**src/rtl/ctrl_pkg.sv**
```systemverilog
// Package: constants and carriers for bridge limiting and peak-and-hold control
package ctrl_pkg;
	localparam int CLK_MHZ = 200;
	// Off times in nanoseconds, typical
	localparam int TOFF0_NS = 31000;
	localparam int TOFF1_NS = 48000;
	localparam int TOFF2_NS = 62500;
	localparam int TOFF3_NS = 125000;
	// Shared-strategy filter times in nanoseconds
	localparam int DIAG_SH0_NS = 11200;
	localparam int DIAG_SH1_NS = 28900;
	localparam int DIAG_SH2_NS = 40000;
	localparam int DIAG_SH3_NS = 51200;
	// Individual-strategy filter times in nanoseconds
	localparam int DIAG_IN0_NS = 25600;
	localparam int DIAG_IN1_NS = 61200;
	localparam int DIAG_IN2_NS = 105600;
	localparam int DIAG_IN3_NS = 150000;
	localparam int CW = 16;
	localparam logic [CW-1:0] TOFF0_CYC = CW'(TOFF0_NS * CLK_MHZ / 1000);
	localparam logic [CW-1:0] TOFF1_CYC = CW'(TOFF1_NS * CLK_MHZ / 1000);
	localparam logic [CW-1:0] TOFF2_CYC = CW'(TOFF2_NS * CLK_MHZ / 1000);
	localparam logic [CW-1:0] TOFF3_CYC = CW'(TOFF3_NS * CLK_MHZ / 1000);
	localparam logic [CW-1:0] SH0_CYC = CW'(DIAG_SH0_NS * CLK_MHZ / 1000);
	localparam logic [CW-1:0] SH1_CYC = CW'(DIAG_SH1_NS * CLK_MHZ / 1000);
	localparam logic [CW-1:0] SH2_CYC = CW'(DIAG_SH2_NS * CLK_MHZ / 1000);
	localparam logic [CW-1:0] SH3_CYC = CW'(DIAG_SH3_NS * CLK_MHZ / 1000);
	localparam logic [CW-1:0] IN0_CYC = CW'(DIAG_IN0_NS * CLK_MHZ / 1000);
	localparam logic [CW-1:0] IN1_CYC = CW'(DIAG_IN1_NS * CLK_MHZ / 1000);
	localparam logic [CW-1:0] IN2_CYC = CW'(DIAG_IN2_NS * CLK_MHZ / 1000);
	localparam logic [CW-1:0] IN3_CYC = CW'(DIAG_IN3_NS * CLK_MHZ / 1000);
	// Diagnostic codes
	localparam logic [2:0] CODE_OC_SWITCHING = 3'h0;
	localparam logic [2:0] CODE_OC_FULL_ON = 3'h1;
	localparam logic [2:0] CODE_NO_DIAG = 3'h7;
	// Per-bridge configuration
	typedef struct packed {
		logic shunt_sense;
		logic bridge_limit_enable;
		logic active_freewheel_select;
		logic [1:0] limit_off_time_select;
		logic per_channel_filter_select;
	} bridge_cfg_s;
	// Per-bridge gate requests (hs0, ls0, hs1, ls1 ordered as ch1..ch4)
	typedef struct packed {
		logic [3:0] gate_on;
	} bridge_gate_s;
	function automatic logic [CW-1:0] toff_cycles(input logic [1:0] sel);
		unique case (sel)
			2'h0: toff_cycles = TOFF0_CYC;
			2'h1: toff_cycles = TOFF1_CYC;
			2'h2: toff_cycles = TOFF2_CYC;
			default: toff_cycles = TOFF3_CYC;
		endcase
	endfunction : toff_cycles
	function automatic logic [CW-1:0] diag_cycles(input logic indiv, input logic [1:0] code);
		unique case (code)
			2'h0: diag_cycles = indiv ? IN0_CYC : SH0_CYC;
			2'h1: diag_cycles = indiv ? IN1_CYC : SH1_CYC;
			2'h2: diag_cycles = indiv ? IN2_CYC : SH2_CYC;
			default: diag_cycles = indiv ? IN3_CYC : SH3_CYC;
		endcase
	endfunction : diag_cycles
endpackage : ctrl_pkg

```
**src/rtl/bridge_limiter.sv**
```systemverilog
// One H-bridge current limiter: chop high sides, flag, escalate to tri-state
`timescale 1ns/1ps
module bridge_limiter (
	// Clock and reset
	input wire logic ref_clk,
	input wire logic rst,
	// Configuration
	input ctrl_pkg::bridge_cfg_s cfg,
	input wire logic [5:0] limit_threshold,
	input wire logic [ctrl_pkg::CW-1:0] oc_filter_cycles,
	input wire logic [ctrl_pkg::CW-1:0] fil_on_cycles,
	// Requested gates and comparators
	input ctrl_pkg::bridge_gate_s gate_req,
	input wire logic limit_cmp,
	input wire logic oc_cmp_ls,
	input wire logic flag_read,
	// Results
	output ctrl_pkg::bridge_gate_s gate_out,
	output logic limit_reached_flag,
	output logic bridge_tristate,
	output logic [5:0] threshold_used
);
	typedef enum logic [1:0] {NORMAL, FILTER, OFF_PHASE, RETRY_ON} lim_state_e;
	lim_state_e state;
	lim_state_e next_state;
	logic [ctrl_pkg::CW-1:0] cnt;
	logic [ctrl_pkg::CW-1:0] next_cnt;
	wire active = cfg.shunt_sense && cfg.bridge_limit_enable;
	wire hs_cut = active && (state == OFF_PHASE);
	wire [ctrl_pkg::CW-1:0] toff = ctrl_pkg::toff_cycles(cfg.limit_off_time_select);
	wire [ctrl_pkg::CW-1:0] retry_len = ctrl_pkg::CW'(fil_on_cycles + oc_filter_cycles);
	wire cnt_done = (cnt == '0);
	// threshold field forwarded to comparator DAC
	assign threshold_used = limit_threshold;
	// high sides off; low sides keep requested freewheel
	assign gate_out.gate_on = bridge_tristate ? 4'h0 :
		{gate_req.gate_on[3], gate_req.gate_on[2] & ~hs_cut, gate_req.gate_on[1], gate_req.gate_on[0] & ~hs_cut};
	always_comb begin
		next_state = state;
		next_cnt = cnt_done ? cnt : ctrl_pkg::CW'(cnt - 1'b1);
		// only with shunt sensing and enable set
		if (!active) begin
			next_state = NORMAL;
			next_cnt = '0;
		end else begin
			unique case (state)
				NORMAL: if (limit_cmp) begin
					next_state = FILTER;
					next_cnt = oc_filter_cycles;
				end
				// filter only, blanking time not applied
				FILTER: if (!limit_cmp) begin
					next_state = NORMAL;
				end else if (cnt_done) begin
					next_state = OFF_PHASE;
					next_cnt = toff;
				end
				// compare at end of off time
				OFF_PHASE: if (cnt_done) begin
					if (limit_cmp) begin
						next_state = RETRY_ON;
						next_cnt = retry_len;
					end else begin
						next_state = NORMAL;
					end
				end
				// on for fil_on plus oc filter, then off again
				RETRY_ON: if (cnt_done) begin
					next_state = OFF_PHASE;
					next_cnt = toff;
				end
			endcase
		end
	end
	always_ff @(posedge ref_clk or posedge rst) begin
		if (rst) begin
			state <= NORMAL;
			cnt <= '0;
		end else begin
			state <= next_state;
			cnt <= next_cnt;
		end
	end
	// first crossing sets flag; set wins over read clear
	always_ff @(posedge ref_clk or posedge rst) begin
		if (rst) begin
			limit_reached_flag <= 1'b0;
		end else if (active && limit_cmp) begin
			limit_reached_flag <= 1'b1;
		end else if (flag_read) begin
			limit_reached_flag <= 1'b0;
		end
	end
	// low-side comparator always watched while limiting
	wire oc_watch = oc_cmp_ls && (active || gate_req.gate_on[3] || gate_req.gate_on[1]);
	always_ff @(posedge ref_clk or posedge rst) begin
		if (rst) begin
			bridge_tristate <= 1'b0;
		end else if (oc_watch) begin
			bridge_tristate <= 1'b1;
		end else if (flag_read) begin
			bridge_tristate <= 1'b0;
		end
	end
endmodule : bridge_limiter

```
**src/rtl/ph_pair_diag.sv**
```systemverilog
// One peak-and-hold pair: drive selection and ON-state diagnostic latches
`timescale 1ns/1ps
module ph_pair_diag (
	// Clock and reset
	input wire logic ref_clk,
	input wire logic rst,
	// Configuration
	input wire logic pair_enable,
	input wire logic highside_fet_type,
	input wire logic [1:0] serial_drive_select,
	input wire logic [1:0] serial_drive,
	input wire logic [1:0] pin_drive,
	input wire logic [ctrl_pkg::CW-1:0] overcurrent_blank_time,
	// Comparators, index 0 high side, 1 low side
	input wire logic [1:0] oc_cmp,
	input wire logic diag_read,
	// Results
	output logic [1:0] drive_on,
	output logic hs_gate_level,
	output logic [2:0] hs_code,
	output logic [2:0] ls_code
);
	logic [ctrl_pkg::CW-1:0] blank [2];
	logic [1:0] prot_off;
	// each side from pin or serial bit
	wire [1:0] cmd = (serial_drive_select & serial_drive) | (~serial_drive_select & pin_drive);
	// arrangement applies as soon as enabled
	assign drive_on = pair_enable ? (cmd & ~prot_off) : 2'h0;
	assign hs_gate_level = highside_fet_type ? ~drive_on[0] : drive_on[0];
	wire both_on = &drive_on;
	wire [1:0] oc_hit = oc_cmp & drive_on;
	wire [1:0] in_blank = {blank[1] != '0, blank[0] != '0};
	// code by blanking timer state; simultaneous gives switching code
	wire [2:0] hs_new = (in_blank[0] || (&oc_hit)) ? ctrl_pkg::CODE_OC_SWITCHING : ctrl_pkg::CODE_OC_FULL_ON;
	wire [2:0] ls_new = (in_blank[1] || (&oc_hit)) ? ctrl_pkg::CODE_OC_SWITCHING : ctrl_pkg::CODE_OC_FULL_ON;
	always_ff @(posedge ref_clk or posedge rst) begin
		if (rst) begin
			blank[0] <= '0;
			blank[1] <= '0;
			prot_off <= 2'h0;
		end else begin
			for (int i = 0; i < 2; i++) begin
				if (!cmd[i] || !pair_enable) begin
					blank[i] <= overcurrent_blank_time;
					prot_off[i] <= 1'b0;
				end else begin
					if (blank[i] != '0) begin
						blank[i] <= ctrl_pkg::CW'(blank[i] - 1'b1);
					end
					if (oc_hit[i]) begin
						prot_off[i] <= 1'b1;
					end
				end
			end
		end
	end
	// per-channel latches, updated only with both on
	always_ff @(posedge ref_clk or posedge rst) begin
		if (rst) begin
			hs_code <= ctrl_pkg::CODE_NO_DIAG;
			ls_code <= ctrl_pkg::CODE_NO_DIAG;
		end else begin
			if (both_on && oc_hit[0]) begin
				hs_code <= hs_new;
			end else if (diag_read) begin
				hs_code <= ctrl_pkg::CODE_NO_DIAG;
			end
			if (both_on && oc_hit[1]) begin
				ls_code <= ls_new;
			end else if (diag_read) begin
				ls_code <= ctrl_pkg::CODE_NO_DIAG;
			end
		end
	end
endmodule : ph_pair_diag

```
**src/rtl/channel_ctrl.sv**
```systemverilog
// Top: two bridge limiters, OFF-state filter timing, two peak-and-hold pairs
`timescale 1ns/1ps
// Operation
// - Limiting only with shunt sensing and enable
// - Threshold from channel 3 or 7 field
// - Channel 3/7 comparator limits, not overcurrent
// - Over threshold past filter: freewheel off time
// - After off time, below threshold resumes normal
// - Else retry on, off; repeat or tristate
// - Blanking time ignored for limit detection
// - Limit flag set once, cleared on read
// - Two-bit off time select, four values
// - Shared or per-channel filter time selection
// - Shared codes: 11.2/28.9/40/51.2 us
// - Individual codes: 25.6/61.2/105.6/150 us
// - Two pairs: ch1/ch4 and ch2/ch3
// - Pair arrangement applied immediately on enable
// - Type bit picks N or P high side
// - Each channel from pin or serial bit
// - Diagnostics per channel as standalone
// - Latches update only when both on
// - Code 000 blanking, 001 after blanking
// - Simultaneous overcurrent latches switching code both
// - Latches reset by reset or read
// - Low-side comparator active while limiting
module channel_ctrl (
	// Clock and reset
	input wire logic ref_clk,
	input wire logic rst,
	// Bridge configuration and thresholds
	input ctrl_pkg::bridge_cfg_s bridge1_cfg,
	input ctrl_pkg::bridge_cfg_s bridge2_cfg,
	input wire logic [5:0] ch3_threshold_field,
	input wire logic [5:0] ch7_threshold_field,
	input wire logic [ctrl_pkg::CW-1:0] oc_filter_cycles,
	input wire logic [ctrl_pkg::CW-1:0] fil_on_cycles,
	// Bridge gate requests and comparators
	input ctrl_pkg::bridge_gate_s bridge1_req,
	input ctrl_pkg::bridge_gate_s bridge2_req,
	input wire logic [7:0] oc_cmp_pin,
	input wire logic limit_flag_read,
	// OFF-state filter codes per channel
	input wire logic [15:0] off_filter_time_code,
	input wire logic [7:0] channel_off_event,
	// Peak-and-hold configuration
	input wire logic pair1_enable,
	input wire logic pair2_enable,
	input wire logic [7:0] highside_fet_type,
	input wire logic [7:0] serial_drive_select,
	input wire logic [7:0] serial_drive,
	input wire logic [7:0] channel_drive_pin_n,
	input wire logic [ctrl_pkg::CW-1:0] overcurrent_blank_time,
	input wire logic diag_read,
	// Bridge results
	output ctrl_pkg::bridge_gate_s bridge1_gate,
	output ctrl_pkg::bridge_gate_s bridge2_gate,
	output logic [1:0] limit_reached_flag,
	output logic [1:0] bridge_tristate,
	output logic [5:0] bridge1_limit_threshold,
	output logic [5:0] bridge2_limit_threshold,
	// Filter expiry pulses
	output logic [7:0] off_filter_done,
	// Peak-and-hold results
	output logic [3:0] ph_drive_on,
	output logic [1:0] ph_hs_gate_level,
	output logic [11:0] ph_codes
);
	// Pin synchronisers
	logic [7:0] cmp_s1;
	logic [7:0] cmp_s2;
	logic [7:0] pin_s1;
	logic [7:0] pin_s2;
	always_ff @(posedge ref_clk or posedge rst) begin
		if (rst) begin
			cmp_s1 <= 8'h00;
			cmp_s2 <= 8'h00;
			pin_s1 <= 8'hFF;
			pin_s2 <= 8'hFF;
		end else begin
			cmp_s1 <= oc_cmp_pin;
			cmp_s2 <= cmp_s1;
			pin_s1 <= channel_drive_pin_n;
			pin_s2 <= pin_s1;
		end
	end
	wire [7:0] pin_on = ~pin_s2;
	// channel 3/7 comparator feeds limiter; channel 3 also feeds pair 2 low side
	bridge_limiter u_bridge1 (
		.ref_clk(ref_clk),
		.rst(rst),
		.cfg(bridge1_cfg),
		.limit_threshold(ch3_threshold_field),
		.oc_filter_cycles(oc_filter_cycles),
		.fil_on_cycles(fil_on_cycles),
		.gate_req(bridge1_req),
		.limit_cmp(cmp_s2[2]),
		.oc_cmp_ls(cmp_s2[3]),
		.flag_read(limit_flag_read),
		.gate_out(bridge1_gate),
		.limit_reached_flag(limit_reached_flag[0]),
		.bridge_tristate(bridge_tristate[0]),
		.threshold_used(bridge1_limit_threshold)
	);
	bridge_limiter u_bridge2 (
		.ref_clk(ref_clk),
		.rst(rst),
		.cfg(bridge2_cfg),
		.limit_threshold(ch7_threshold_field),
		.oc_filter_cycles(oc_filter_cycles),
		.fil_on_cycles(fil_on_cycles),
		.gate_req(bridge2_req),
		.limit_cmp(cmp_s2[6]),
		.oc_cmp_ls(cmp_s2[7]),
		.flag_read(limit_flag_read),
		.gate_out(bridge2_gate),
		.limit_reached_flag(limit_reached_flag[1]),
		.bridge_tristate(bridge_tristate[1]),
		.threshold_used(bridge2_limit_threshold)
	);
	// shared uses first channel code of the bridge
	function automatic logic [1:0] pick_code(input logic indiv, input logic [15:0] codes, input int ch);
		logic [2:0] first;
		first = (ch < 4) ? 3'h0 : 3'h4;
		pick_code = indiv ? codes[2*ch +: 2] : codes[2*first +: 2];
	endfunction : pick_code
	logic [ctrl_pkg::CW-1:0] diag_cnt [8];
	logic [7:0] diag_run;
	always_ff @(posedge ref_clk or posedge rst) begin
		if (rst) begin
			for (int i = 0; i < 8; i++) begin
				diag_cnt[i] <= '0;
			end
			diag_run <= 8'h00;
			off_filter_done <= 8'h00;
		end else begin
			for (int i = 0; i < 8; i++) begin
				off_filter_done[i] <= 1'b0;
				if (channel_off_event[i]) begin
					diag_run[i] <= 1'b1;
					diag_cnt[i] <= ctrl_pkg::diag_cycles(
						(i < 4) ? bridge1_cfg.per_channel_filter_select : bridge2_cfg.per_channel_filter_select,
						pick_code((i < 4) ? bridge1_cfg.per_channel_filter_select
							: bridge2_cfg.per_channel_filter_select, off_filter_time_code, i));
				end else if (diag_run[i]) begin
					if (diag_cnt[i] <= ctrl_pkg::CW'(1)) begin
						diag_run[i] <= 1'b0;
						off_filter_done[i] <= 1'b1;
					end else begin
						diag_cnt[i] <= ctrl_pkg::CW'(diag_cnt[i] - 1'b1);
					end
				end
			end
		end
	end
	// pair 1 is ch1 high, ch4 low
	ph_pair_diag u_pair1 (
		.ref_clk(ref_clk),
		.rst(rst),
		.pair_enable(pair1_enable),
		.highside_fet_type(highside_fet_type[0]),
		.serial_drive_select({serial_drive_select[3], serial_drive_select[0]}),
		.serial_drive({serial_drive[3], serial_drive[0]}),
		.pin_drive({pin_on[3], pin_on[0]}),
		.overcurrent_blank_time(overcurrent_blank_time),
		.oc_cmp({cmp_s2[3], cmp_s2[0]}),
		.diag_read(diag_read),
		.drive_on(ph_drive_on[1:0]),
		.hs_gate_level(ph_hs_gate_level[0]),
		.hs_code(ph_codes[2:0]),
		.ls_code(ph_codes[5:3])
	);
	// pair 2 is ch2 high, ch3 low
	ph_pair_diag u_pair2 (
		.ref_clk(ref_clk),
		.rst(rst),
		.pair_enable(pair2_enable),
		.highside_fet_type(highside_fet_type[1]),
		.serial_drive_select({serial_drive_select[2], serial_drive_select[1]}),
		.serial_drive({serial_drive[2], serial_drive[1]}),
		.pin_drive({pin_on[2], pin_on[1]}),
		.overcurrent_blank_time(overcurrent_blank_time),
		.oc_cmp({cmp_s2[2], cmp_s2[1]}),
		.diag_read(diag_read),
		.drive_on(ph_drive_on[3:2]),
		.hs_gate_level(ph_hs_gate_level[1]),
		.hs_code(ph_codes[8:6]),
		.ls_code(ph_codes[11:9])
	);
endmodule : channel_ctrl

```
**config.mk**
```make
export PLATFORM = sky130hd
export DESIGN_NAME = channel_ctrl
export DESIGN_NICKNAME = d
export VERILOG_FILES = /design/src/rtl/ctrl_pkg.sv /design/src/rtl/bridge_limiter.sv /design/src/rtl/ph_pair_diag.sv /design/src/rtl/channel_ctrl.sv
export SDC_FILE = /design/constraint.sdc
export NUM_CORES = 1
export LEC_CHECK = 0
export ABC_AREA = 1
export BUFFER_PORTS_ARGS = -buffer_cell sky130_fd_sc_hd__buf_4
export CELL_PAD_IN_SITES_DETAIL_PLACEMENT = 1
export CELL_PAD_IN_SITES_GLOBAL_PLACEMENT = 1
export CORE_MARGIN = 2
export CORE_UTILIZATION = 40
export CTS_BUF_LIST = sky130_fd_sc_hd__clkbuf_16
export DETAILED_ROUTE_END_ITERATION = 16
export MAX_ROUTING_LAYER = met4
export PLACE_DENSITY_LB_ADDON = 0.2
export SYNTH_ARGS = -nofsm -noshare
export SYNTH_HDL_FRONTEND = slang
export SYNTH_SLANG_ARGS = --single-unit
```
**constraint.sdc**
```tcl
create_clock -name ref_clk -period 12.2 [get_ports ref_clk]
set_clock_uncertainty 0.1 [all_clocks]
set_input_delay 2.44 -clock ref_clk [delete_from_list [all_inputs] [get_ports ref_clk]]
set_output_delay 2.44 -clock ref_clk [all_outputs]
set_load 0.01 [all_outputs]
```
Word-level counts from Yosys, hierarchy flattened. Cells that the tools add are included.

Input port bits: 150. Logic and storage cells: 366. Output and inout bits: 50. Register bits: 288.

Bitwise operators: 23. Add/sub/neg operators: 15. Eq/ne operators: 38. Multiplexer cells: 162. Magnitude comparators: 8. Reduce and logical (&&, ||, !) cells: 86.

Operators with widths (count): two-way mux 16 bit (46); case mux 15 bit (3 select lines) (10); subtractor 16 x 1 -> 16 bit, second input constant (14); less-or-equal comparator 16 x 1 -> 1 bit, second input constant (8); case mux 16 bit (4 select lines) (2); two-way mux 1 bit (67); nonzero test 16 bit (4); two-way mux 15 bit (4); nonzero test 2 bit (24); two-way mux 2 bit (20); zero test 16 bit (2); == test 2 bit, second input constant (14); two-way mux 14 bit (2); AND reduction 2 bit (14); two-way mux 13 bit (2); == test 2 x 1 -> 1 bit, second input constant (12); zero test 2 bit (12); adder 16 bit (1); AND 2 bit (8); != test 2 bit, second input constant (8); case mux 2 bit (4 select lines) (2); two-way mux 3 bit (5); logical AND 1 bit (12); logical OR 1 bit (12); 8 further kinds (27).

Longest topological paths before layout. Gate-level depths: netlist (run 1).

Depth after elaboration: 10. Depth in mapped cells: 16. Gate-level depth less buffers: 16.

Cells and area by module. A second synthesis (run 1) with hierarchy kept.

Cell total of the unflattened synthesis: 3576. Area, all modules: 22890.7 um^2.

By module, submodules not included: channel_ctrl (area an instance 11583.6 um^2, instances 1, cells an instance 1745, seq. area each 4113.9 um^2); ph_pair_diag (area an instance 2501.1 um^2, instances 2, cells an instance 363, seq. area each 955.9 um^2); bridge_limiter at u_bridge1 (area an instance 3161.8 um^2, instances 1, cells an instance 562, seq. area each 500.5 um^2); bridge_limiter at u_bridge2 (area an instance 3143.0 um^2, instances 1, cells an instance 543, seq. area each 500.5 um^2).

Worst setup path after synthesis (run 1). OpenSTA, ideal clock, no wires.

Path type: input to output. Start: input serial_drive_select[0]. End: output ph_hs_gate_level[0]. Path buffers: 1. Stages: 6. Path slack: 6.381 ns. Arrival: 3.279 ns. Required time: 9.660 ns. Cells stage by stage: inv_1 or2_2 nand3_1 nor2_1 xor2_1 buf_4.

Longest elaborated chain between the ends: 7. Elaborated cells between the ends (all ways): 8. Classes of those cells: 2 x mux; 6 x bitwise.

RTL lines: from (decl) (line channel_ctrl.sv:49) `input wire logic [7:0] serial_drive_select,`; NOT 2 bit (line ph_pair_diag.sv:26) `wire [1:0] cmd = (serial_drive_select & serial_drive) | (~serial_drive_select & pin_drive);`; AND 2 bit (line ph_pair_diag.sv:26); OR 2 bit (*) (line ph_pair_diag.sv:26); AND 2 bit (*) (line ph_pair_diag.sv:28) `assign drive_on = pair_enable ? (cmd & ~prot_off) : 2'h0;`; two-way mux 2 bit (*) (line ph_pair_diag.sv:28); via ph_drive_on[0] (line channel_ctrl.sv:64) `output logic [3:0] ph_drive_on,`; NOT 1 bit (line ph_pair_diag.sv:29) `assign hs_gate_level = highside_fet_type ? ~drive_on[0] : drive_on[0];`; two-way mux 1 bit (*) (line ph_pair_diag.sv:29); to (decl) (line channel_ctrl.sv:65) `output logic [1:0] ph_hs_gate_level,`.

The timed path passes the listed nets; every way through them passes the cells marked *.

Final worst setup path (run 1).
Start: input serial_drive_select[0]. End: output ph_hs_gate_level[0].

Longest elaborated chain between the ends: 7. Elaborated cells between the ends (all ways): 8. Classes of those cells: 2 x mux; 6 x bitwise.

RTL lines (line): NOT 2 bit (ph_pair_diag.sv:26); AND 2 bit (ph_pair_diag.sv:26); OR 2 bit (*) (ph_pair_diag.sv:26); AND 2 bit (*) (ph_pair_diag.sv:28); two-way mux 2 bit (*) (ph_pair_diag.sv:28); NOT 1 bit (ph_pair_diag.sv:29); two-way mux 1 bit (*) (ph_pair_diag.sv:29).

Mark *: on every way between the ends. The rest lies on a longest branch, timed or not.

==> impl_summary.md, run 1 <==
Clock tree
The clock-pin slew on the worst setup and hold paths is 50 ps. The CTS tree is done. The hold-fix buffer count after cts is 0. The number of clock buffers inserted by TritonCTS is 39.

The TritonCTS sink count is 280. The post-CTS setup-driven buffer insertion count is 0. The number of H-tree levels is 2. After clock tree synthesis, the repair step resized 0 gates. The maximum count of clock buffers along a single path is 3. The clock reaches the later pin of the worst-skew pair after 570 ps. In this run the clock root is driven by a clkbuf_16.

Global route
The via count of the first global-routing pass came to 21,960. The first global-routing pass estimated 111.3 mm of wire. Global routing used 26.32% of the available tracks. The initial antenna violation count is 0. For this run the aggregate overflow at the end of global routing stands at 0. The largest net degree at the start of global routing is 103.

Synth
After Yosys synthesis, and, or, nand and nor cells account for 30.56% of the synthesized area. The number of instances in the synthesized netlist is 2,987. In this run the mean area of a mapped cell was 6.793 sq um. The synthesized cell area is 20,290 sq um.

The fraction of synthesized cell area in xor and xnor cells is 3.497%. The number of synthesized flops with an enable pin is 0. The main combinational cell family by area after synthesis is simple AND/OR/NAND/NOR gates. Summing the areas of all compound-gate instances in the mapped netlist gives 15.45% of the synthesized area. The number of synthesized register bits is 280.

The number of nets in the synthesized netlist is 3,219. The adder-cell share of the synthesized area is 5.094%. The share of synthesized area occupied by flip-flops and latches is 34.63%. Measured against the total synthesized area, the mux share comes to 0%. The count of cell types in the netlist is 57.

The top flip-flop cell by instance count after synthesis is dfrtp_1. In the synthesized netlist the async set-or-reset flop fraction comes to 100.0%. The yosys synthesis warning count is 0.

Cells and area
The ratio of cells with drive above 1 in the final layout is 8.512%. The multi-input combinational cells in the finished layout cover a total of 11,080 sq um. After routing the design area is 23,090 sq um. Across the whole layout, storage elements account for 7027 sq um. The number of antenna diodes is 0. The net count reported at finish is 3,329.

The relative area change from synthesis to final layout is 13.82%. The count of fill cells added during filler insertion is 6,617.

Drt
The number of optimization iterations in the first detailed-route pass is 7. Once detail routing completed, the nets flagged for antenna violations numbered 0. For this block, the routed nets add up to 67.16 mm of wire. The via count normalized by instance count is 5.436.

In the final routed layout, each cell accounts on average for 17.69 microns. The number of remaining DRC errors is 0. For this block, the via count after detailed routing is 20,640. The first-iteration detailed-routing DRC count is 1,065.

Flow run
Across the run, the number of max-cap violations was 0.

Power
In this run the power density over the cells is 138.3 nW/um^2. IR analysis of the VDD net gives a maximum drop of 0.09370 mV. The switching part of the total power is 37.35%.

The part of the power in the clock network is 34.8%. Internal power comes to 2.001 mW. Summed over all cells, the static leakage comes to 11.78 nW.

The share of total power dissipated in combinational logic is 28.9%. Sequential cells burn 36.3% of the power. For this design the total switching power over the nets is 1.193 mW.

Summing internal, switching and leakage power gives 3.194 mW.

Floorplan
The count of boundary I/O pins is 200. The initial utilization of the core area, before any placement, comes to 40.52%. The total die area is 52,540 sq um.

The core area is 50,070 sq um. The cell row count is 82. Measured along the x axis, the die boundary spans 229.2 microns. The die is 229.2 microns tall.

Placed design
The number of input and output port buffers inserted is 153. The HPWL reported at the end of detailed placement is 50.64 mm. After detailed placement, the total cell area comes to 21,870 sq um.

OpenSTA, run right after detailed placement, puts the worst setup slack at 5704 ps. The weighted congestion reported at the end of routability-driven placement is 0.9540.

Setup path
The worst setup path is launched from a primary input. The critical path class is in2out. STA classifies the critical path endpoint as an output port. The critical path data required time is 9660 ps. The data arrival time of the worst path is 3970 ps. Along the worst path, the maximum fanout reaches 13.

STA
Setup repair after global routing left no endpoint under its margin. Across all setup checks in the final design, the least slack found is 5692 ps. The maximum operating frequency is 153.7 MHz.

After routing, the total negative slack on setup checks comes to 0 ps. The number of pins exceeding their max-slew limit in the final report was 0. The tightest hold margin is 247.3 ps. Dividing the final minimum period by the clock period gives 53.34%. Measured against its own limit, the worst slew margin works out to 35.89%.

For the pin with the worst max-slew slack, the measured transition is 958.1 ps. The final count of hold timing violations was 0. The time the worst path needs with I/O delays and setup is 6508 ps. Setup violations remaining at the end of the flow were counted as 0.

Run status
The run finished with clean final reports.

Min path
The class of the worst hold path is reg2reg.
-- power by group through the flow --
stage               clock network, mW  registers [mW]  logic [mW]
detailed placement                  0            1.17       0.915
CTS                              1.14            1.16       0.922
global route                     1.18            1.18        1.05
floorplan                           0            1.14       0.668
global placement                    0            1.17       0.872
finish                           1.11            1.16       0.921
-- through the flow --
step,utilization (%),cells
2_1_floorplan,-,2987
6_report,46.12,3797
5_1_grt,46.12,3797
3_3_place_gp,43.68,3728
3_5_place_dp,43.68,3728
4_1_cts,46.12,3797
-- registers in the layout, indices dropped and copies added, names as in the netlist, 2 cells and up --
signal / cells
u_pair2.hs_code: 2
u_bridge2.state: 2
u_pair2.prot_off: 2
u_bridge2.cnt: 16
u_pair2.blank: 32
u_pair1.ls_code: 2
cmp_s2: 6
u_pair1.hs_code: 2
diag_run: 8
u_bridge1.state: 2
off_filter_done: 8
cmp_s1: 6
u_pair1.blank: 32
u_pair1.prot_off: 2
u_pair2.ls_code: 2
diag_cnt: 128
u_bridge1.cnt: 16
pin_s2: 4
pin_s1: 4
-- metal layers --
metal / GRT usage [%] / routed length, microns
met4: 8.685 / 2137
met3: 3.872 / 2726
met2: 45.09 / 33130
met1: 31.75 / 29170
met5: - / 0
-- synthesized netlist by cell type, types with 2 or more instances --
cell type  count  area [sq um]
o311ai_0       3         26.28
or2_2         12         75.07
and2_1         3         18.77
nand2_1      651          2444
buf_6          2         22.52
dfrtp_1      264          6606
nand3_1      227          1136
o31ai_1       30         225.2
a32oi_1        2         17.52
o21a_1         2         15.01
nor4_1        14         87.58
a221oi_1       2         17.52
nor2_4         5         56.30
buf_2         17         85.08
nor2_1       416          1562
xnor2_1       21         183.9
buf_4         23         172.7
nor2_2         5         31.28
inv_2          4         15.01
o221ai_1      10         87.58
a21oi_1      137         685.7
nand4_1       48         300.3
ha_1          81          1013
o211ai_1      43         322.8
xor2_1        60         525.5
nor3b_1        5         37.54
o41ai_1        9         78.83
o21ai_1        8         40.04
nand3_2        3         30.03
nor3_1        52         260.3
a22oi_1       17         127.6
a31oi_1       30         187.7
clkinv_1       6         22.52
nand2_2        2         12.51
dfstp_2       16         420.4
clkbuf_1      47         176.4
inv_1        449          1685
o22ai_1       45         281.5
nand3b_1      12         90.09
o21ai_0      187         935.9
-- cells by family after synthesis --
group | count (synthesis)
buf+inv | 549
fa+ha+maj | 82
xor+xnor | 81
compound gates | 534
simple gates | 1461
flops | 280
-- worst max-delay path, cell delays in order --
cell and delay (ps):
buf_4 110, inv_1 70, or2_2 100, nand3_1 440, nor2_1 490, xor2_1 180
buf_4 130
-- area by class of cell --
cell class | count | area share [%]
Tap cell | 672 | 3.641
Inverter | 459 | 7.493
Multi-Input combinational cell | 2158 | 47.98
Sequential cell | 280 | 30.43
Clock buffer | 39 | 4.226
Clock inverter | 30 | 1.067
Timing Repair Buffer | 159 | 5.169
-- worst paths after layout --
check / from / to / slack (ps) / cells after the start
min in group asynchronous: rst / u_pair1.blank[24] / 1900 / 2
setup / recovery: serial_drive_select[0] / ph_hs_gate_level[0] / 5690 / 7
hold reg to reg: cmp_s1[6] / cmp_s2[6] / 250 / 0
setup reg to reg: u_bridge2.cnt[0] / u_bridge2.cnt[12] / 9140 / 11
hold / removal: cmp_s1[6] / cmp_s2[6] / 250 / 0
max in group asynchronous: rst / diag_cnt[56] / 7820 / 4
-- cell usage in the layout, fill, tap and decap left out, types with 2 or more instances in the layout --
cell type,n
clkinv_1,15
o221ai_1,10
o31ai_1,30
o311ai_0,3
a22oi_1,17
nor4_1,14
dfstp_2,16
clkinv_2,9
nand4_1,48
o21ai_1,8
nand2_2,2
nor2_1,416
nor2_2,5
o22ai_1,45
o211ai_1,43
o21ai_0,187
dfrtp_1,264
inv_1,454
nand3b_1,12
inv_2,4
a32oi_1,2
a31oi_1,30
buf_4,159
bufinv_16,3
ha_1,81
nor2_4,5
o21a_1,2
nand2_1,651
nor3_1,52
a221oi_1,2
nand3_2,3
clkbuf_16,39
nand3_1,227
xnor2_1,21
nor3b_1,5
or2_2,12
a21oi_1,137
o41ai_1,9
and2_1,3
xor2_1,60
(Power assumes the default switching activity.)
==> run 2, diff against run 1 <==
clock period = 6.5 ns   (was 12.2 ns; I/O delays follow)
==> impl_summary.md, run 2 (synthesis gave the netlist of run 1 again) <==
Setup path
The critical path data required time is 5100 ps (-4560 ps). STA classifies the critical path endpoint as an output port. The top fanout value on the critical path is 16 (+3).

In this run the critical register-to-register path is launched from cmp_s2[2]. STA classifies the critical path startpoint as a primary input. The critical path class is in2out. Tracing the worst setup path back leads to its startpoint at bridge1_cfg[5].

The data arrival time of the worst path is 2690 ps (-1280 ps).

Power
The worst vdd rail ir drop is 0.1656 mV (+77%). The power per cell area was 261.7 nW/um^2 (+89%). The total power is 6.054 mW (+90%).

The leakage power of the design is 11.80 nW (+0.12%).

STA
The setup total negative slack came to 0 ps (unchanged). The smallest clock period supported by the final layout is computed as 4087 ps. The maximum operating frequency is 244.7 MHz. The headroom to the max-slew limit is 38.98% (+3.1 points).

Setup repair after global routing left no endpoint under its margin. The transition at the pin with the smallest max-transition slack is 911.9 ps (-46.20 ps). The number of pins exceeding their max-slew limit in the final report was 0 (unchanged).

The final count of hold timing violations is 0 (unchanged). The count of endpoints failing setup in the final report is 0 (unchanged). Dividing the final minimum period by the clock period gives 62.88%.

Global route
The global route total overflow is 0 (unchanged). The total track usage is 26.10% (-0.22 points). The global-route wire length before repair is 109.9 mm (-1.2%). The largest net degree at the start of global routing is 143 (+39%).

The initial antenna violation count is 0 (unchanged). The via count of the first global-routing pass is 21,560 (-1.8%).

Placed design
The HPWL reported at the end of detailed placement came to 50.03 mm (-1.2%). The weighted congestion reported at the end of routability-driven placement is 0.9429 (-1.2%). The number of input and output port buffers inserted is 153 (unchanged).

Cells and area
The net count reported at finish was 3,327 (-0.060%). The flip-flop count of the largest register after layout is 128 (unchanged). The number of antenna diodes is 0 (unchanged). Leaving out fill and tap cells, the most frequent cells in the layout are nand2_1, inv_1, nor2_1. In the final layout, the registers with the most flip-flops are diag_cnt (128), u_pair1.blank (32), u_pair2.blank (32). The area of all sequential standard cells is 7027 sq um (unchanged). The most frequent standard cell in the layout excluding fill and tap cells is nand2_1. The ratio of cells with drive above 1 in the final layout is 8.517% (about the same). The area growth from synthesis to layout is 14.02%. The area of the multi-input gates is 11,080 sq um (unchanged). The count of fill cells added during filler insertion was 6,538 (-1.2%). The register with the most flip-flops is diag_cnt.

Drt
The remaining number of nets flagged by the antenna check after routing came to 0 (unchanged). The number of optimization iterations in the first detailed-route pass is 7 (unchanged). The wire length per cell after detailed routing is 17.70 microns (about the same). The wire length reported by the detailed router came to 67.17 mm (about the same). The number of remaining DRC errors came to 0 (unchanged). The via count normalized by instance count is 5.433 (about the same).

The via count of the routed design is 20,620 (-0.092%). The first-iteration detailed-routing DRC count is 1,116 (+4.8%).

Flow run
The number of max-cap violations is 0 (unchanged).

Clock tree
The TritonCTS sink count is 280 (unchanged). The number of H-tree levels was 2 (unchanged). The maximum count of clock buffers along a single path is 3 (unchanged). The number of gates given a new drive strength after cts is 0 (unchanged). The insertion delay of the later-clocked pin in the worst-skew pair is 550 ps (-20 ps). The post-CTS setup-driven buffer insertion count was 0 (unchanged). The number of clock buffers inserted by TritonCTS is 37 (-5.1%). The CTS tree is done. The clock-pin slew on the worst setup and hold paths is 50 ps (about the same).

The clock root buffer is clkbuf_16. The hold-fix buffer count after cts is 0 (unchanged).

Floorplan
The total die area came to 52,540 sq um (unchanged). The height of the die is 229.2 microns (unchanged). The core area is 50,070 sq um (unchanged).

The cell row count is 82 (unchanged). The initial cell density of the core was 40.52% (unchanged). The count of boundary I/O pins came to 200 (unchanged).

The floorplan die width is 229.2 microns (unchanged).

Run status
The run finished with clean final reports.

Min path
The startpoint of the lowest-slack hold path is cmp_s1[2]. The class of the worst hold path is reg2reg.
run 2: layer usage:
layer  vias up  share of wire, %  global-route usage (%)
met1     10150                44                   31.49
met2       365                50                   45.52
met3       124               3.5                   3.075
li1       9983                 -                       -
met4         0               2.7                   8.076
met5         -                 0                       -
run 2: power breakdown:
group / internal, mW / leakage (nW) / switching, mW / total (mW)
registers: 1.96 / 3.44 / 0.217 / 2.18
clock network: 1.31 / 0.638 / 0.834 / 2.15
logic: 0.582 / 7.72 / 1.15 / 1.73
run 2: layout make-up:
type,count,share of cell area (%)
Clock buffer,37,4.002
Clock inverter,30,1.368
Inverter,459,7.464
Multi-Input combinational cell,2158,47.89
Sequential cell,280,30.37
Tap cell,672,3.634
Timing Repair Buffer,159,5.268
run 2: critical path: stages:
cell	delay (ps)
buf_4	70
nand2_1	220
inv_1	530
nand2_1	190
nand2_1	160
nor2_1	50
buf_4	140
run 2: path summary, 6_finish.rpt:
path / end / slack, ps / depth (start not counted)
max reg2reg: u_bridge1.cnt[8] / 3100 / 5
min: cmp_s2[2] / 250 / 0
max: bridge1_gate[0] / 2410 / 7
min reg2reg: cmp_s2[2] / 250 / 0
max in group asynchronous: diag_run[4] / 4190 / 4
min in group asynchronous: u_bridge1.limit_reached_flag / 680 / 2
run 2: per-stage QoR:
step	setup slack, ps	std cells	hold WS [ps]	utilization, %	area, sq um
2_1_floorplan	1406	2987	231.2	-	20290
3_3_place_gp	2399	3728	233.3	43.73	21890
3_5_place_dp	2391	3728	235.8	43.73	21890
4_1_cts	2394	3795	252.0	46.21	23130
5_1_grt	2256	3795	254.1	46.21	23130
6_report	2413	3795	251.2	46.21	23130
==> run 3, diff against run 2 <==
CORE_UTILIZATION = 39   (was 40)
clock period = 3.32 ns   (was 6.5 ns; I/O delays follow)
==> impl_summary.md, run 3 (synthesis gave the netlist of run 1 again) <==
Run status
The run finished with clean final reports.

Floorplan
The floorplan die width is 232.1 microns (+1.3%). The count of boundary I/O pins came to 200 (unchanged). The initial cell density of the core is 39.47% (-1.1 points). The core area came to 51,410 sq um (+2.7%). The total die area came to 53,870 sq um (+2.5%). The height of the die came to 232.1 microns (+1.3%). The cell row count is 83 (+1.2%).

Clock tree
The maximum count of clock buffers along a single path is 3 (unchanged). The CTS tree is done. The insertion delay of the later-clocked pin in the worst-skew pair is 550 ps (about the same). The number of clock buffers inserted by TritonCTS was 38 (+2.7%). The clock-pin slew on the worst setup and hold paths is 60 ps (about the same).

The hold-fix buffer count after cts was 0 (unchanged). The post-CTS setup-driven buffer insertion count is 0 (unchanged). The clock root buffer is clkbuf_16.

The number of gates given a new drive strength after cts is 0 (unchanged). The TritonCTS sink count is 280 (unchanged). The number of H-tree levels is 2 (unchanged).

Global route
The initial antenna violation count is 2 (+2). The global route total overflow is 0 (unchanged). The global-route wire length before repair came to 112.8 mm (+2.6%).

The total track usage is 26.51% (+0.41 points). The via count of the first global-routing pass is 21,660 (+0.46%). The largest net degree at the start of global routing is 40 (-72%).

Cells and area
Ranked by flip-flop count, first place goes to diag_cnt. The net count reported at finish is 3,366 (+1.2%). In the layout the commonest cells are nand2_1, inv_1, nor2_1.

The ratio of cells with drive above 1 in the final layout is 9.516% (+1.0 points). The core utilization of the finished layout is 45.57% (-0.64 points). The area of the multi-input gates is 11,080 sq um (unchanged). The flip-flop count of the largest register after layout came to 128 (unchanged).

The count of fill cells added during filler insertion is 6,671 (+2.0%). Leaving out fill and tap cells, the most frequent cell in the layout is nand2_1. The area of all sequential standard cells is 7027 sq um (unchanged). The relative area change from synthesis to final layout is 15.45%. The largest registers in the layout are diag_cnt (128), u_pair1.blank (32), u_pair2.blank (32).

STA
The number of pins exceeding their max-slew limit in the final report is 0 (unchanged). The transition at the pin with the smallest max-transition slack came to 703.9 ps (-208.0 ps). The maximum operating frequency is 339.3 MHz.

The headroom to the max-slew limit was 52.96% (+14 points). The final count of hold timing violations came to 0 (unchanged). Setup repair after global routing left no endpoint under its margin.

The count of endpoints failing setup in the final report was 0 (unchanged). The smallest clock period supported by the final layout is computed as 2947 ps. The final worst-path cycle share is 88.76%. The tightest hold margin is 87.37 ps (-163.8 ps).

Setup path
The endpoint of the most critical setup path is bridge2_gate[2]. The top fanout value on the critical path is 9 (-7). The critical path data required time came to 2560 ps (-2540 ps).

The launch point of the worst path is u_bridge2.state[0]. The data arrival time of the worst path came to 2180 ps (-510 ps). The logic depth of the worst register-to-register path came to 14 (+9).

The endpoint identified for the worst register-to-register timing path is u_bridge1.cnt[0]. The startpoint class of the critical path is a flop. The capturing element type of the critical path is an output port. The critical path class is reg2out.

The worst-case register-to-register setup slack is 480 ps (-2620 ps). In this run the critical register-to-register path is launched from u_bridge1.cnt[0].

Placed design
The number of input and output port buffers inserted is 153 (unchanged). The HPWL reported at the end of detailed placement is 52.98 mm (+5.9%). The weighted congestion reported at the end of routability-driven placement was 0.9269 (-1.7%).

Drt
The wire length per cell after detailed routing is 18.01 microns (+1.7%). The remaining number of nets flagged by the antenna check after routing is 0 (unchanged). The first-iteration detailed-routing DRC count came to 1,121 (+0.45%).

The number of optimization iterations in the first detailed-route pass is 5 (-2). The via count normalized by instance count is 5.385 (-0.89%). The number of remaining DRC errors is 0 (unchanged). The wire length reported by the detailed router is 69.24 mm (+3.1%). The via count of the routed design came to 20,710 (+0.41%).

Power
The worst vdd rail ir drop is 0.4159 mV (+150%). The power per cell area came to 497.1 nW/um^2 (+90%). The leakage power of the design is 11.98 nW (+1.5%).

Flow run
The number of max-cap violations is 0 (unchanged).

Min path
The class of the worst hold path is in2async.
==> run 3: changes by cell type in the layout (fill, tap and decap cells not counted), sizes merged <==
cell	change
clkinv	-2
clkbuf	+2
diode	+2
bufinv	-5
buf	+38
inv	+5
clkinvlp	+2
==> run 3: area by class of cell <==
type	instances	share of cell area [%]
multi-input combinational	2158	47.30
sequential	280	30.00
inverter	459	7.371
timing repair buffer	197	6.688
clock buffer	39	4.166
tap	680	3.632
clock inverter	30	0.8226
antenna	2	0.02137
==> run 3: where the power goes <==
part | total [mW] | switching, mW | internal [mW]
clock | 3.93 | 1.64 | 2.28
combinational | 3.45 | 2.26 | 1.19
sequential | 4.26 | 0.425 | 3.84
total | 11.6 | 4.33 | 7.31
==> run 3: metal layers <==
layer | GRT usage (%) | routed length, microns | part of all wire (%)
met3 | 3.377 | 2700 | 3.9
met2 | 43.00 | 32580 | 47
met5 | - | 0 | 0
met1 | 34.80 | 32210 | 47
met4 | 7.392 | 1749 | 2.5
==> run 3: critical path, stage by stage (launching register included) <==
cell and delay (ps):
dfrtp_1 460, nor2_1 190, clkinv_1 360, o21ai_0 400
nor2_1 80, buf_4 150
==> run 3: metrics by stage <==
stage | setup WS (ps) | setup TNS (ps) | instance area (sq um) | instances | total power [mW]
2_1_floorplan | -1138 | -302960 | 20290 | 2987 | 6.643
3_3_place_gp | 574.1 | 0 | 22250 | 3774 | 7.552
3_5_place_dp | 425.6 | 0 | 22250 | 3774 | 7.722
4_1_cts | 353.6 | 0 | 23420 | 3843 | 11.76
5_1_grt | 225.6 | 0 | 23420 | 3845 | 12.42
6_report | 373.2 | 0 | 23420 | 3845 | 11.64
==> run 3: how the worst min path moves through the flow <==
stage / start / endpoint / slack (ps) / cells past startpoint
2_1_floorplan: cmp_s1[0] / cmp_s2[0] / 230 / 0
3_3_place_gp: cmp_s1[6] / cmp_s2[6] / 230 / 0
3_5_place_dp: cmp_s1[1] / cmp_s2[1] / 240 / 0
4_1_cts: rst / cmp_s2[7] / 80 / 2
5_1_grt: oc_cmp_pin[2] / cmp_s1[2] / 90 / 1
6_report: rst / cmp_s2[7] / 90 / 2
